[src/hw/rtf_defines.svh]
// Register offsets, field positions, reset values and timing counts of the tape record formatter.
`ifndef RTF_DEFINES_SVH
`define RTF_DEFINES_SVH
`define RTF_CTRL_OFS 12'h000
`define RTF_STAT_OFS 12'h004
`define RTF_CNT_OFS 12'h008
`define RTF_CTRL_GO 0
`define RTF_CTRL_OP_LO 1
`define RTF_CTRL_OP_HI 2
`define RTF_CTRL_BCD 3
`define RTF_CTRL_REV 4
`define RTF_CTRL_CPW_LO 5
`define RTF_CTRL_CPW_HI 6
`define RTF_OP_READ 2'h0
`define RTF_OP_WRITE 2'h1
`define RTF_OP_SCAN 2'h2
`define RTF_CTRL_RESET 32'h0000_0060
`define RTF_TAPE_MARK 7'h0F
`define RTF_BCD_ZERO 6'h0A
`define RTF_CLK_MHZ 250
`define RTF_LCC_SPACE_NS 16
`define RTF_GAP_NS 400
`define RTF_LCC_CYC ((`RTF_LCC_SPACE_NS * `RTF_CLK_MHZ + 999) / 1000)
`define RTF_GAP_CYC ((`RTF_GAP_NS * `RTF_CLK_MHZ + 999) / 1000)
`endif

[src/hw/rtf_pkg.sv]
// Types shared by the tape record formatter files.
`default_nettype none
package rtf_pkg;
    typedef struct packed {
        logic par;
        logic [5:0] data;
    } rtf_char_t;
    typedef struct packed {
        logic valid;
        logic last;
        logic [5:0] data;
    } rtf_chan_t;
    typedef enum logic [2:0] {st_idle, st_wdata, st_wpause, st_wgap, st_rseek, st_rdata} rtf_state_t;
endpackage : rtf_pkg
`default_nettype wire

[src/hw/rtf_formatter.sv]
// Seven-track tape record formatter with APB control and status registers.
// Functional notes
// - Seven tracks: six data, one parity.
// - Binary mode: data unchanged, odd parity.
// - BCD mode: translate code, even parity.
// - Gap written automatically after each record.
// - Read from first char to next gap.
// - Tape-mark record stops tape, sets end-of-file.
// - Tape-mark-only record is end-of-file, still forwarded.
// - Check character makes every track even.
// - Check character written short distance after data.
// - BCD check character even; binary may be odd.
// - Reverse binary scan may flag parity error.
// - One, two, three or four chars per word writable.
// - Gap sought after two characters read, or after one at one char per word.
// - One-char-per-word read stops on one noise char.
// - Reverse one-char scan stops after check character.
// - Not ready: no unit, not automatic, moving.
// - Character or longitudinal parity error sets error.
`include "rtf_defines.svh"
`default_nettype none
module rtf_formatter (
    input wire logic pclk,
    input wire logic presetn,
    input wire logic psel,
    input wire logic penable,
    input wire logic pwrite,
    input wire logic [11:0] paddr,
    input wire logic [31:0] pwdata,
    output logic [31:0] prdata,
    output logic pready,
    output logic pslverr,
    input wire rtf_pkg::rtf_chan_t ch_wr,
    output logic ch_wr_ready,
    output rtf_pkg::rtf_chan_t ch_rd,
    output rtf_pkg::rtf_char_t head_wr_char,
    output logic head_wr_stb,
    output logic head_erase,
    input wire rtf_pkg::rtf_char_t head_rd_char,
    input wire logic head_rd_stb,
    input wire logic head_gap,
    input wire logic unit_present,
    input wire logic unit_auto,
    output logic tape_motion,
    output logic tape_reverse,
    output logic tape_not_ready,
    output logic eof_flag,
    output logic err_flag
);
    localparam logic [7:0] LCC_CYC = 8'(`RTF_LCC_CYC);
    localparam logic [7:0] GAP_CYC = 8'(`RTF_GAP_CYC);

    rtf_pkg::rtf_state_t state;
    logic [31:0] ctrl;
    logic [15:0] char_cnt;
    logic [7:0] tmr;
    logic all_tm;
    logic par_pend;
    logic ctrl_wr;
    logic go_cmd;
    logic lrc_clear;
    logic lrc_upd;
    logic wr_take;
    logic rd_take;
    logic gap_ok;
    logic stop_ok;
    logic rec_end;
    logic rev_one_stop;
    logic lcc_due;
    logic gap_done;
    logic par_bad;
    logic [1:0] op;
    logic bcd;
    logic rev;
    logic [1:0] cpw_m1;
    logic [5:0] ch_dec;
    rtf_pkg::rtf_char_t wr_enc;
    rtf_pkg::rtf_char_t lrc_in;
    rtf_pkg::rtf_char_t lrc_acc;

    function automatic logic apb_hit(input logic [11:0] a, input logic [11:0] ofs);
        apb_hit = (a == ofs);
    endfunction : apb_hit

    assign op = ctrl[`RTF_CTRL_OP_HI:`RTF_CTRL_OP_LO];
    assign bcd = ctrl[`RTF_CTRL_BCD];
    assign rev = ctrl[`RTF_CTRL_REV];
    assign cpw_m1 = ctrl[`RTF_CTRL_CPW_HI:`RTF_CTRL_CPW_LO];
    // A control write while the tape moves is refused whole, so its go bit must not
    // clear the status of the command that is still running either.
    assign ctrl_wr = psel && penable && pready && pwrite && apb_hit(paddr, `RTF_CTRL_OFS)
                     && !tape_motion;
    assign go_cmd = ctrl_wr && pwdata[`RTF_CTRL_GO];
    assign wr_take = (state == rtf_pkg::st_wdata) && ch_wr.valid && ch_wr_ready;
    assign rd_take = head_rd_stb && ((state == rtf_pkg::st_rseek) || (state == rtf_pkg::st_rdata));

    rtf_xlate u_xlate (
        .bcd(bcd),
        .ch_data(ch_wr.data),
        .tape_in(head_rd_char),
        .tape_out(wr_enc),
        .ch_out(ch_dec),
        .par_bad(par_bad)
    );

    // The accumulator sees written characters, the emitted check character is left out,
    // and on read every sensed character including the check character is folded in.
    assign lrc_clear = go_cmd;
    assign lrc_upd = wr_take || rd_take;
    assign lrc_in = wr_take ? wr_enc : head_rd_char;

    rtf_lrc u_lrc (
        .pclk(pclk),
        .presetn(presetn),
        .clear(lrc_clear),
        .upd(lrc_upd),
        .ch(lrc_in),
        .acc(lrc_acc)
    );

    // Gap search opens after two characters, or after one when one char per word.
    assign gap_ok = (char_cnt >= 16'h0002) || ((cpw_m1 == 2'h0) && (char_cnt != 16'h0000));
    // A scan with fewer than three chars per word never ends on the gap.
    assign stop_ok = (op != `RTF_OP_SCAN) || (cpw_m1 >= 2'h2);
    assign rev_one_stop = (op == `RTF_OP_SCAN) && rev && (cpw_m1 == 2'h0)
                          && (state == rtf_pkg::st_rdata) && (char_cnt != 16'h0000);
    assign rec_end = (state == rtf_pkg::st_rdata) && ((head_gap && gap_ok && stop_ok) || rev_one_stop);
    // The last pause cycle launches the check character; the last gap cycle ends the write.
    assign lcc_due = (state == rtf_pkg::st_wpause) && (tmr <= 8'h01);
    assign gap_done = (state == rtf_pkg::st_wgap) && (tmr <= 8'h01);

    // APB slave: one wait-free access phase, unmapped addresses answer with an error.
    always_ff @(posedge pclk or negedge presetn) begin
        if (!presetn) begin
            pready <= 1'b0;
            pslverr <= 1'b0;
            prdata <= 32'h0000_0000;
        end else begin
            pready <= psel && !penable;
            pslverr <= psel && !penable && !(apb_hit(paddr, `RTF_CTRL_OFS) || apb_hit(paddr, `RTF_STAT_OFS)
                       || apb_hit(paddr, `RTF_CNT_OFS));
            if (psel && !penable && !pwrite) begin
                if (apb_hit(paddr, `RTF_CTRL_OFS)) begin
                    prdata <= {25'h0, ctrl[6:1], 1'b0};
                end else if (apb_hit(paddr, `RTF_STAT_OFS)) begin
                    prdata <= {28'h0, tape_not_ready, err_flag, eof_flag, tape_motion};
                end else if (apb_hit(paddr, `RTF_CNT_OFS)) begin
                    prdata <= {16'h0, char_cnt};
                end else begin
                    prdata <= 32'h0000_0000;
                end
            end
        end
    end

    // Control register; commands are refused while the tape is moving.
    always_ff @(posedge pclk or negedge presetn) begin
        if (!presetn) begin
            ctrl <= `RTF_CTRL_RESET;
        end else if (ctrl_wr) begin
            ctrl <= {25'h0, pwdata[6:1], 1'b0};
        end
    end

    // Main sequencer.
    always_ff @(posedge pclk or negedge presetn) begin
        if (!presetn) begin
            state <= rtf_pkg::st_idle;
            tmr <= 8'h00;
        end else begin
            unique case (state)
                rtf_pkg::st_idle: begin
                    if (go_cmd && !tape_motion) begin
                        state <= (pwdata[`RTF_CTRL_OP_HI:`RTF_CTRL_OP_LO] == `RTF_OP_WRITE)
                                 ? rtf_pkg::st_wdata : rtf_pkg::st_rseek;
                    end
                end
                rtf_pkg::st_wdata: begin
                    if (wr_take && ch_wr.last) begin
                        state <= rtf_pkg::st_wpause;
                        tmr <= LCC_CYC;
                    end
                end
                rtf_pkg::st_wpause: begin
                    // The check character trails the data by a short blank stretch.
                    if (lcc_due) begin
                        state <= rtf_pkg::st_wgap;
                        tmr <= GAP_CYC;
                    end else begin
                        tmr <= tmr - 8'h01;
                    end
                end
                rtf_pkg::st_wgap: begin
                    if (gap_done) begin
                        state <= rtf_pkg::st_idle;
                    end else begin
                        tmr <= tmr - 8'h01;
                    end
                end
                rtf_pkg::st_rseek: begin
                    if (head_rd_stb) begin
                        state <= rtf_pkg::st_rdata;
                    end
                end
                rtf_pkg::st_rdata: begin
                    if (rec_end) begin
                        state <= rtf_pkg::st_idle;
                    end
                end
            endcase
        end
    end

    // Character count of the current record; write accepts one char per two cycles
    // so any chars-per-word packing upstream keeps up.
    always_ff @(posedge pclk or negedge presetn) begin
        if (!presetn) begin
            char_cnt <= 16'h0000;
        end else if (go_cmd) begin
            char_cnt <= 16'h0000;
        end else if ((wr_take || rd_take) && (char_cnt != 16'hFFFF)) begin
            // Saturating instead of wrapping keeps a long record from looking empty.
            char_cnt <= char_cnt + 16'h0001;
        end
    end

    always_ff @(posedge pclk or negedge presetn) begin
        if (!presetn) begin
            ch_wr_ready <= 1'b0;
        end else begin
            // Dropping ready for a cycle after each take paces the channel to one char per two.
            ch_wr_ready <= (state == rtf_pkg::st_wdata) && !wr_take;
        end
    end

    // Head write path: data characters, then the check character after the pause.
    always_ff @(posedge pclk or negedge presetn) begin
        if (!presetn) begin
            head_wr_char <= '0;
            head_wr_stb <= 1'b0;
            head_erase <= 1'b0;
        end else begin
            head_wr_stb <= 1'b0;
            head_erase <= (state == rtf_pkg::st_wgap);
            if (wr_take) begin
                head_wr_char <= wr_enc;
                head_wr_stb <= 1'b1;
            end else if (lcc_due) begin
                // Track totals become even; in BCD every char is even so this one is too.
                head_wr_char <= lrc_acc;
                head_wr_stb <= 1'b1;
            end
        end
    end

    // Read path: every sensed character goes to the channel, tape marks included.
    always_ff @(posedge pclk or negedge presetn) begin
        if (!presetn) begin
            ch_rd <= '0;
        end else begin
            ch_rd.valid <= rd_take && (op != `RTF_OP_WRITE);
            ch_rd.last <= 1'b0;
            if (rd_take) begin
                ch_rd.data <= ch_dec;
            end
        end
    end

    // Tape-mark tracking for end-of-file detection.
    always_ff @(posedge pclk or negedge presetn) begin
        if (!presetn) begin
            all_tm <= 1'b0;
        end else if (go_cmd) begin
            all_tm <= 1'b1;
        end else if (rd_take && (head_rd_char != `RTF_TAPE_MARK)) begin
            all_tm <= 1'b0;
        end
    end

    // Forward, a character's parity is judged only once another follows it, so the
    // trailing check character escapes; reversed, it comes first and may be flagged.
    always_ff @(posedge pclk or negedge presetn) begin
        if (!presetn) begin
            par_pend <= 1'b0;
        end else if (go_cmd) begin
            par_pend <= 1'b0;
        end else if (rd_take) begin
            par_pend <= par_bad && !rev;
        end
    end

    always_ff @(posedge pclk or negedge presetn) begin
        if (!presetn) begin
            err_flag <= 1'b0;
        end else if (rd_take && (rev ? par_bad : par_pend)) begin
            err_flag <= 1'b1;
        end else if (rec_end && (lrc_acc != '0) && !rev_one_stop) begin
            err_flag <= 1'b1;
        end else if (go_cmd) begin
            err_flag <= 1'b0;
        end
    end

    always_ff @(posedge pclk or negedge presetn) begin
        if (!presetn) begin
            eof_flag <= 1'b0;
        end else if (rec_end && all_tm && (char_cnt != 16'h0000)) begin
            // Setting beats a go in the same cycle, so an end of file is never lost.
            eof_flag <= 1'b1;
        end else if (go_cmd) begin
            eof_flag <= 1'b0;
        end
    end

    // Motion runs from the command until the record ends or the write gap is done.
    always_ff @(posedge pclk or negedge presetn) begin
        if (!presetn) begin
            tape_motion <= 1'b0;
            tape_reverse <= 1'b0;
        end else if (go_cmd && !tape_motion) begin
            tape_motion <= 1'b1;
            tape_reverse <= pwdata[`RTF_CTRL_REV];
        end else if (rec_end || gap_done) begin
            tape_motion <= 1'b0;
        end
    end

    always_ff @(posedge pclk or negedge presetn) begin
        if (!presetn) begin
            tape_not_ready <= 1'b1;
        end else begin
            // One cycle behind its inputs; software polls it, so the lag is harmless.
            tape_not_ready <= !unit_present || !unit_auto || tape_motion;
        end
    end
endmodule : rtf_formatter
`default_nettype wire

[src/hw/rtf_xlate.sv]
// Channel to tape character coding: interchange translation and character parity.
`include "rtf_defines.svh"
`default_nettype none
module rtf_xlate (
    input wire logic bcd,
    input wire logic [5:0] ch_data,
    input wire rtf_pkg::rtf_char_t tape_in,
    output rtf_pkg::rtf_char_t tape_out,
    output logic [5:0] ch_out,
    output logic par_bad
);
    // Only the zero code and RTF_BCD_ZERO trade places in this table; the full interchange map lives outside.
    function automatic logic [5:0] rtf_swap(input logic [5:0] c);
        if (c == 6'h00) begin
            rtf_swap = `RTF_BCD_ZERO;
        end else if (c == `RTF_BCD_ZERO) begin
            rtf_swap = 6'h00;
        end else begin
            rtf_swap = c;
        end
    endfunction : rtf_swap

    always_comb begin
        tape_out.data = bcd ? rtf_swap(ch_data) : ch_data;
        tape_out.par = bcd ? ^tape_out.data : ~^tape_out.data;
        ch_out = bcd ? rtf_swap(tape_in.data) : tape_in.data;
        par_bad = bcd ? ^tape_in : ~^tape_in;
    end
endmodule : rtf_xlate
`default_nettype wire

[src/hw/rtf_lrc.sv]
// Per-track longitudinal odd-even accumulator across all seven tracks.
`default_nettype none
module rtf_lrc (
    input wire logic pclk,
    input wire logic presetn,
    input wire logic clear,
    input wire logic upd,
    input wire rtf_pkg::rtf_char_t ch,
    output rtf_pkg::rtf_char_t acc
);
    always_ff @(posedge pclk or negedge presetn) begin
        if (!presetn) begin
            acc <= '0;
        end else if (clear) begin
            acc <= '0;
        end else if (upd) begin
            acc <= acc ^ ch;
        end
    end
endmodule : rtf_lrc
`default_nettype wire

[config.mk]
export PLATFORM = sky130hd
export DESIGN_NAME = rtf_formatter
export DESIGN_NICKNAME = d
export VERILOG_FILES = /design/src/hw/rtf_pkg.sv /design/src/hw/rtf_formatter.sv /design/src/hw/rtf_xlate.sv /design/src/hw/rtf_lrc.sv
export VERILOG_INCLUDE_DIRS = /design/src /design/src/hw
export SDC_FILE = /design/constraint.sdc
export NUM_CORES = 1
export LEC_CHECK = 0
export CORE_MARGIN = 10
export CORE_UTILIZATION = 62
export DETAILED_ROUTE_END_ITERATION = 16
export DONT_BUFFER_PORTS = 1
export HOLD_SLACK_MARGIN = 0.15
export MAX_ROUTING_LAYER = met4
export PLACE_DENSITY = 0.82
export SYNTH_ARGS = -nofsm -noshare
export SYNTH_HDL_FRONTEND = slang
export SYNTH_SLANG_ARGS = --single-unit
[constraint.sdc]
create_clock -name pclk -period 4.1 [get_ports pclk]
set_clock_uncertainty 0.05 [all_clocks]
set_input_delay 0 -clock pclk [delete_from_list [all_inputs] [get_ports pclk]]
set_output_delay 0 -clock pclk [all_outputs]
set_load 0.01 [all_outputs]
==> results.json <==
{
  "p_seq_frac": 0.516,
  "crit_type": "reg -> reg",
  "place_inst": 529,
  "insertion_delay_ns": 0.36,
  "synth.avg_cell_area_sq_um": 9.82,
  "drt_iter0_markers": 230,
  "worst_ep_arrival_time_ns": 3.17,
  "cts_buffers": 9,
  "root_buffer": "clkbuf_8",
  "min_path_type": "in -> reg",
  "holdCritStartpoint": "psel",
  "wirelength_microns": 11600,
  "cts_resized": 0,
  "use_met2": 0.351,
  "status": "finished, final reports clean",
  "reg2reg_depth": 7,
  "start_util": 0.642,
  "swShare": 0.236,
  "antenna_left": 0,
  "htreeDepth": 3,
  "r2r_slack_ns": 1.18,
  "leakage_nw": 2.35,
  "period_share": 0.711,
  "cp.required_ns": 4.35,
  "place_congestion": 0.877,
  "fin_nets": 567,
  "power_frac_comb": 0.068,
  "port_buffers": 0,
  "dp_hpwl_microns": 7800,
  "powerDensity_mw_per_mm2": 310,
  "grt_max_degree": 83,
  "tightest_slew_ns": 0.887,
  "relSlewSlack": 0.404,
  "vdd_drop_max_v": 0.000158,
  "grt_pass1_wl_microns": 18900,
  "power_w": 0.00157,
  "cts_buffer_depth": 2,
  "rsz0062_at_grt": "false",
  "grt_pass1_vias": 3688,
  "syn_inst": 449,
  "endpoint_kind": "flip-flop",
  "area_delta_synth_final_pct": 15.0,
  "synth_edf_count": 0,
  "timing.rr.start": "tape_motion",
  "async_flop_share": 1.00,
  "power_frac_clock": 0.417,
  "crit_path_start_kind": "flip-flop",
  "intPower_w": 0.00120,
  "hold_viol": 0,
  "gr-usage-met1": 0.239,
  "firstDrtPassIters": 5,
  "worstReg2RegEnd": "tape_reverse",
  "drv_slew": 0,
  "period_needed_ns": 2.92,
  "p_sw_w": 0.000370,
  "synth_ff_type": "dfrtp_1",
  "path_clk_slew_ns": 0.09,
  "ios": 125,
  "fp.dieW_microns": 104,
  "n_fill_cell": 478,
  "whs_ns": 0.168,
  "antenna_found_initial": 0,
  "cp_max_fo": 15,
  "finalSetupViolations": 0,
  "tns_ns": 0,
  "fp.dieH_microns": 104,
  "synth_area_sq_mm": 0.00441,
  "maxCapViolations": 0,
  "vias": 3565,
  "layoutNonFillerInstCount": 588,
  "ys_ff_latch": 82,
  "drive_above_1_share": 0.0732,
  "yosysSeqAreaShare": 0.466,
  "yosys_warnings": 0,
  "n_antenna_cell": 0,
  "vias_per_cell": 6.06,
  "cts.sinks": 82,
  "met3_usage": 0.0644,
  "die_area_sq_mm": 0.0109,
  "holdPathStages": 4,
  "gr-total-overflow": 0,
  "core_area_sq_mm": 0.00687,
  "top_usage_layer": "met2",
  "rows": 30,
  "min_to": "char_cnt[15]",
  "cts_tree": "built",
  "wl_per_cell_microns": 19.7,
  "groute.usage.overall": 0.211,
  "ys_types": 63,
  "max_freq_mhz": 343,
  "drc": 0
}
==> power groups by stage <==
| stage | combinational [W] | sequential, W | clock [W] |
|---|---|---|---|
| after floorplan | 0.0000585 | 0.000826 | 0 |
| after global placement | 0.0000478 | 0.000826 | 0 |
| after detailed placement | 0.0000506 | 0.000826 | 0 |
| after CTS | 0.000104 | 0.000810 | 0.000651 |
| after global routing | 0.000116 | 0.000810 | 0.000687 |
| final | 0.000106 | 0.000810 | 0.000655 |
==> final cells by class <==
| class | instances | area [sq um] | area share |
|---|---|---|---|
| timing repair buffer | 43 | 448 | 0.0884 |
| clock inverter | 6 | 90.1 | 0.0178 |
| inverter | 21 | 78.8 | 0.0156 |
| tap | 96 | 120 | 0.0237 |
| clock buffer | 10 | 128 | 0.0252 |
| sequential | 82 | 2060 | 0.406 |
| multi-input combinational | 330 | 2150 | 0.424 |
==> Yosys cell counts (10+ instances only) <==
cell	instances	area, sq um
ha_1	12	150
dfrtp_1	79	1980
a22o_1	13	114
nor3_1	13	65.1
nor2_1	48	180
inv_1	21	78.8
buf_4	17	128
xor2_1	14	123
nand2_1	35	131
a21oi_1	22	110
xnor2_1	12	105
nand3_1	10	50.1
o21ai_0	14	70.1
clkbuf_1	13	48.8
==> stage by stage <==
step	setup slack (ns)	util	instance area, sq um
after floorplan	2.01	-	4470
after global placement	1.77	0.641	4400
after detailed placement	1.74	0.641	4400
after CTS	1.21	0.738	5070
after global routing	1.10	0.738	5070
final	1.18	0.738	5070
==> sequential cells by signal, indices dropped and copies added, names as in the netlist, 3 cells and up <==
register and cells:
ctrl 6, ch_rd 7, state 3, char_cnt 16, u_lrc.acc 7, prdata 16, tmr 8, head_wr_char 7
==> metal layers <==
metal  share of wire  routed length (microns)
met5               0                        0
met4           0.016                      183
met3           0.089                     1030
met1            0.39                     4520
met2            0.50                     5840
==> worst max-delay path: stages (launching register included) <==
cell           delay (ns)
dfrtp_1              0.50
and4b_1              0.29
nand3_1              0.15
nor3_4               0.55
nand2_1              0.12
dlygate4sd3_1        0.59
nand2_1              0.07
dlygate4sd3_1        0.54
==> worst max-delay path by stage <==
stage / startpoint / endpoint / slack [ns]
after floorplan: tmr[3] / head_wr_char[3] / 2.01
after global placement: char_cnt[12] / state[2] / 1.77
after detailed placement: char_cnt[12] / state[2] / 1.74
after CTS: tape_motion / tape_reverse / 1.21
after global routing: tape_motion / tape_reverse / 1.10
final: tape_motion / tape_reverse / 1.18
==> cell usage in the layout (no fill, tap or decap), types with 3 or more instances in the layout <==
master / Yosys / layout
a21oi_1: 22 / 22
a22o_1: 13 / 13
a22oi_1: 7 / 7
a31oi_1: 6 / 6
and2_1: 5 / 5
and3_1: 4 / 4
clkbuf_8: 0 / 9
conb_1: 1 / 17
dfrtp_1: 79 / 79
dfstp_2: 3 / 3
dlygate4sd3_1: 0 / 42
ha_1: 12 / 12
inv_1: 21 / 21
mux2_2: 4 / 4
mux2i_1: 7 / 7
nand2_1: 35 / 35
nand2b_1: 5 / 5
nand3_1: 10 / 10
nand3b_1: 3 / 3
nand4_1: 6 / 6
nor2_1: 48 / 48
nor2b_1: 4 / 4
nor3_1: 13 / 13
nor4_1: 5 / 5
o21ai_0: 14 / 14
o31ai_1: 7 / 7
o41ai_1: 4 / 4
or3_1: 7 / 7
or4_1: 5 / 5
xnor2_1: 12 / 12
xor2_1: 14 / 14
==> cells by family (layout without fill, tap and decap cells) <==
| family | after synthesis | count (layout) | share of synthesized area |
|---|---|---|---|
| other cells | 1 | 17 | 0.000851 |
| flops | 82 | 82 | 0.466 |
| mux | 11 | 11 | 0.0261 |
| buf+inv | 53 | 80 | 0.0602 |
| compound gates | 93 | 93 | 0.147 |
| simple gates | 169 | 169 | 0.203 |
| xor+xnor | 28 | 28 | 0.0619 |
| fa+ha+maj | 12 | 12 | 0.0341 |
==> timing repair <==
action                                 4_1_cts  5_1_grt
buffers inserted                             0        0
hold buffers                                43        0
endpoints found under the hold margin      155        0
Power figures use the tool's default switching activity.
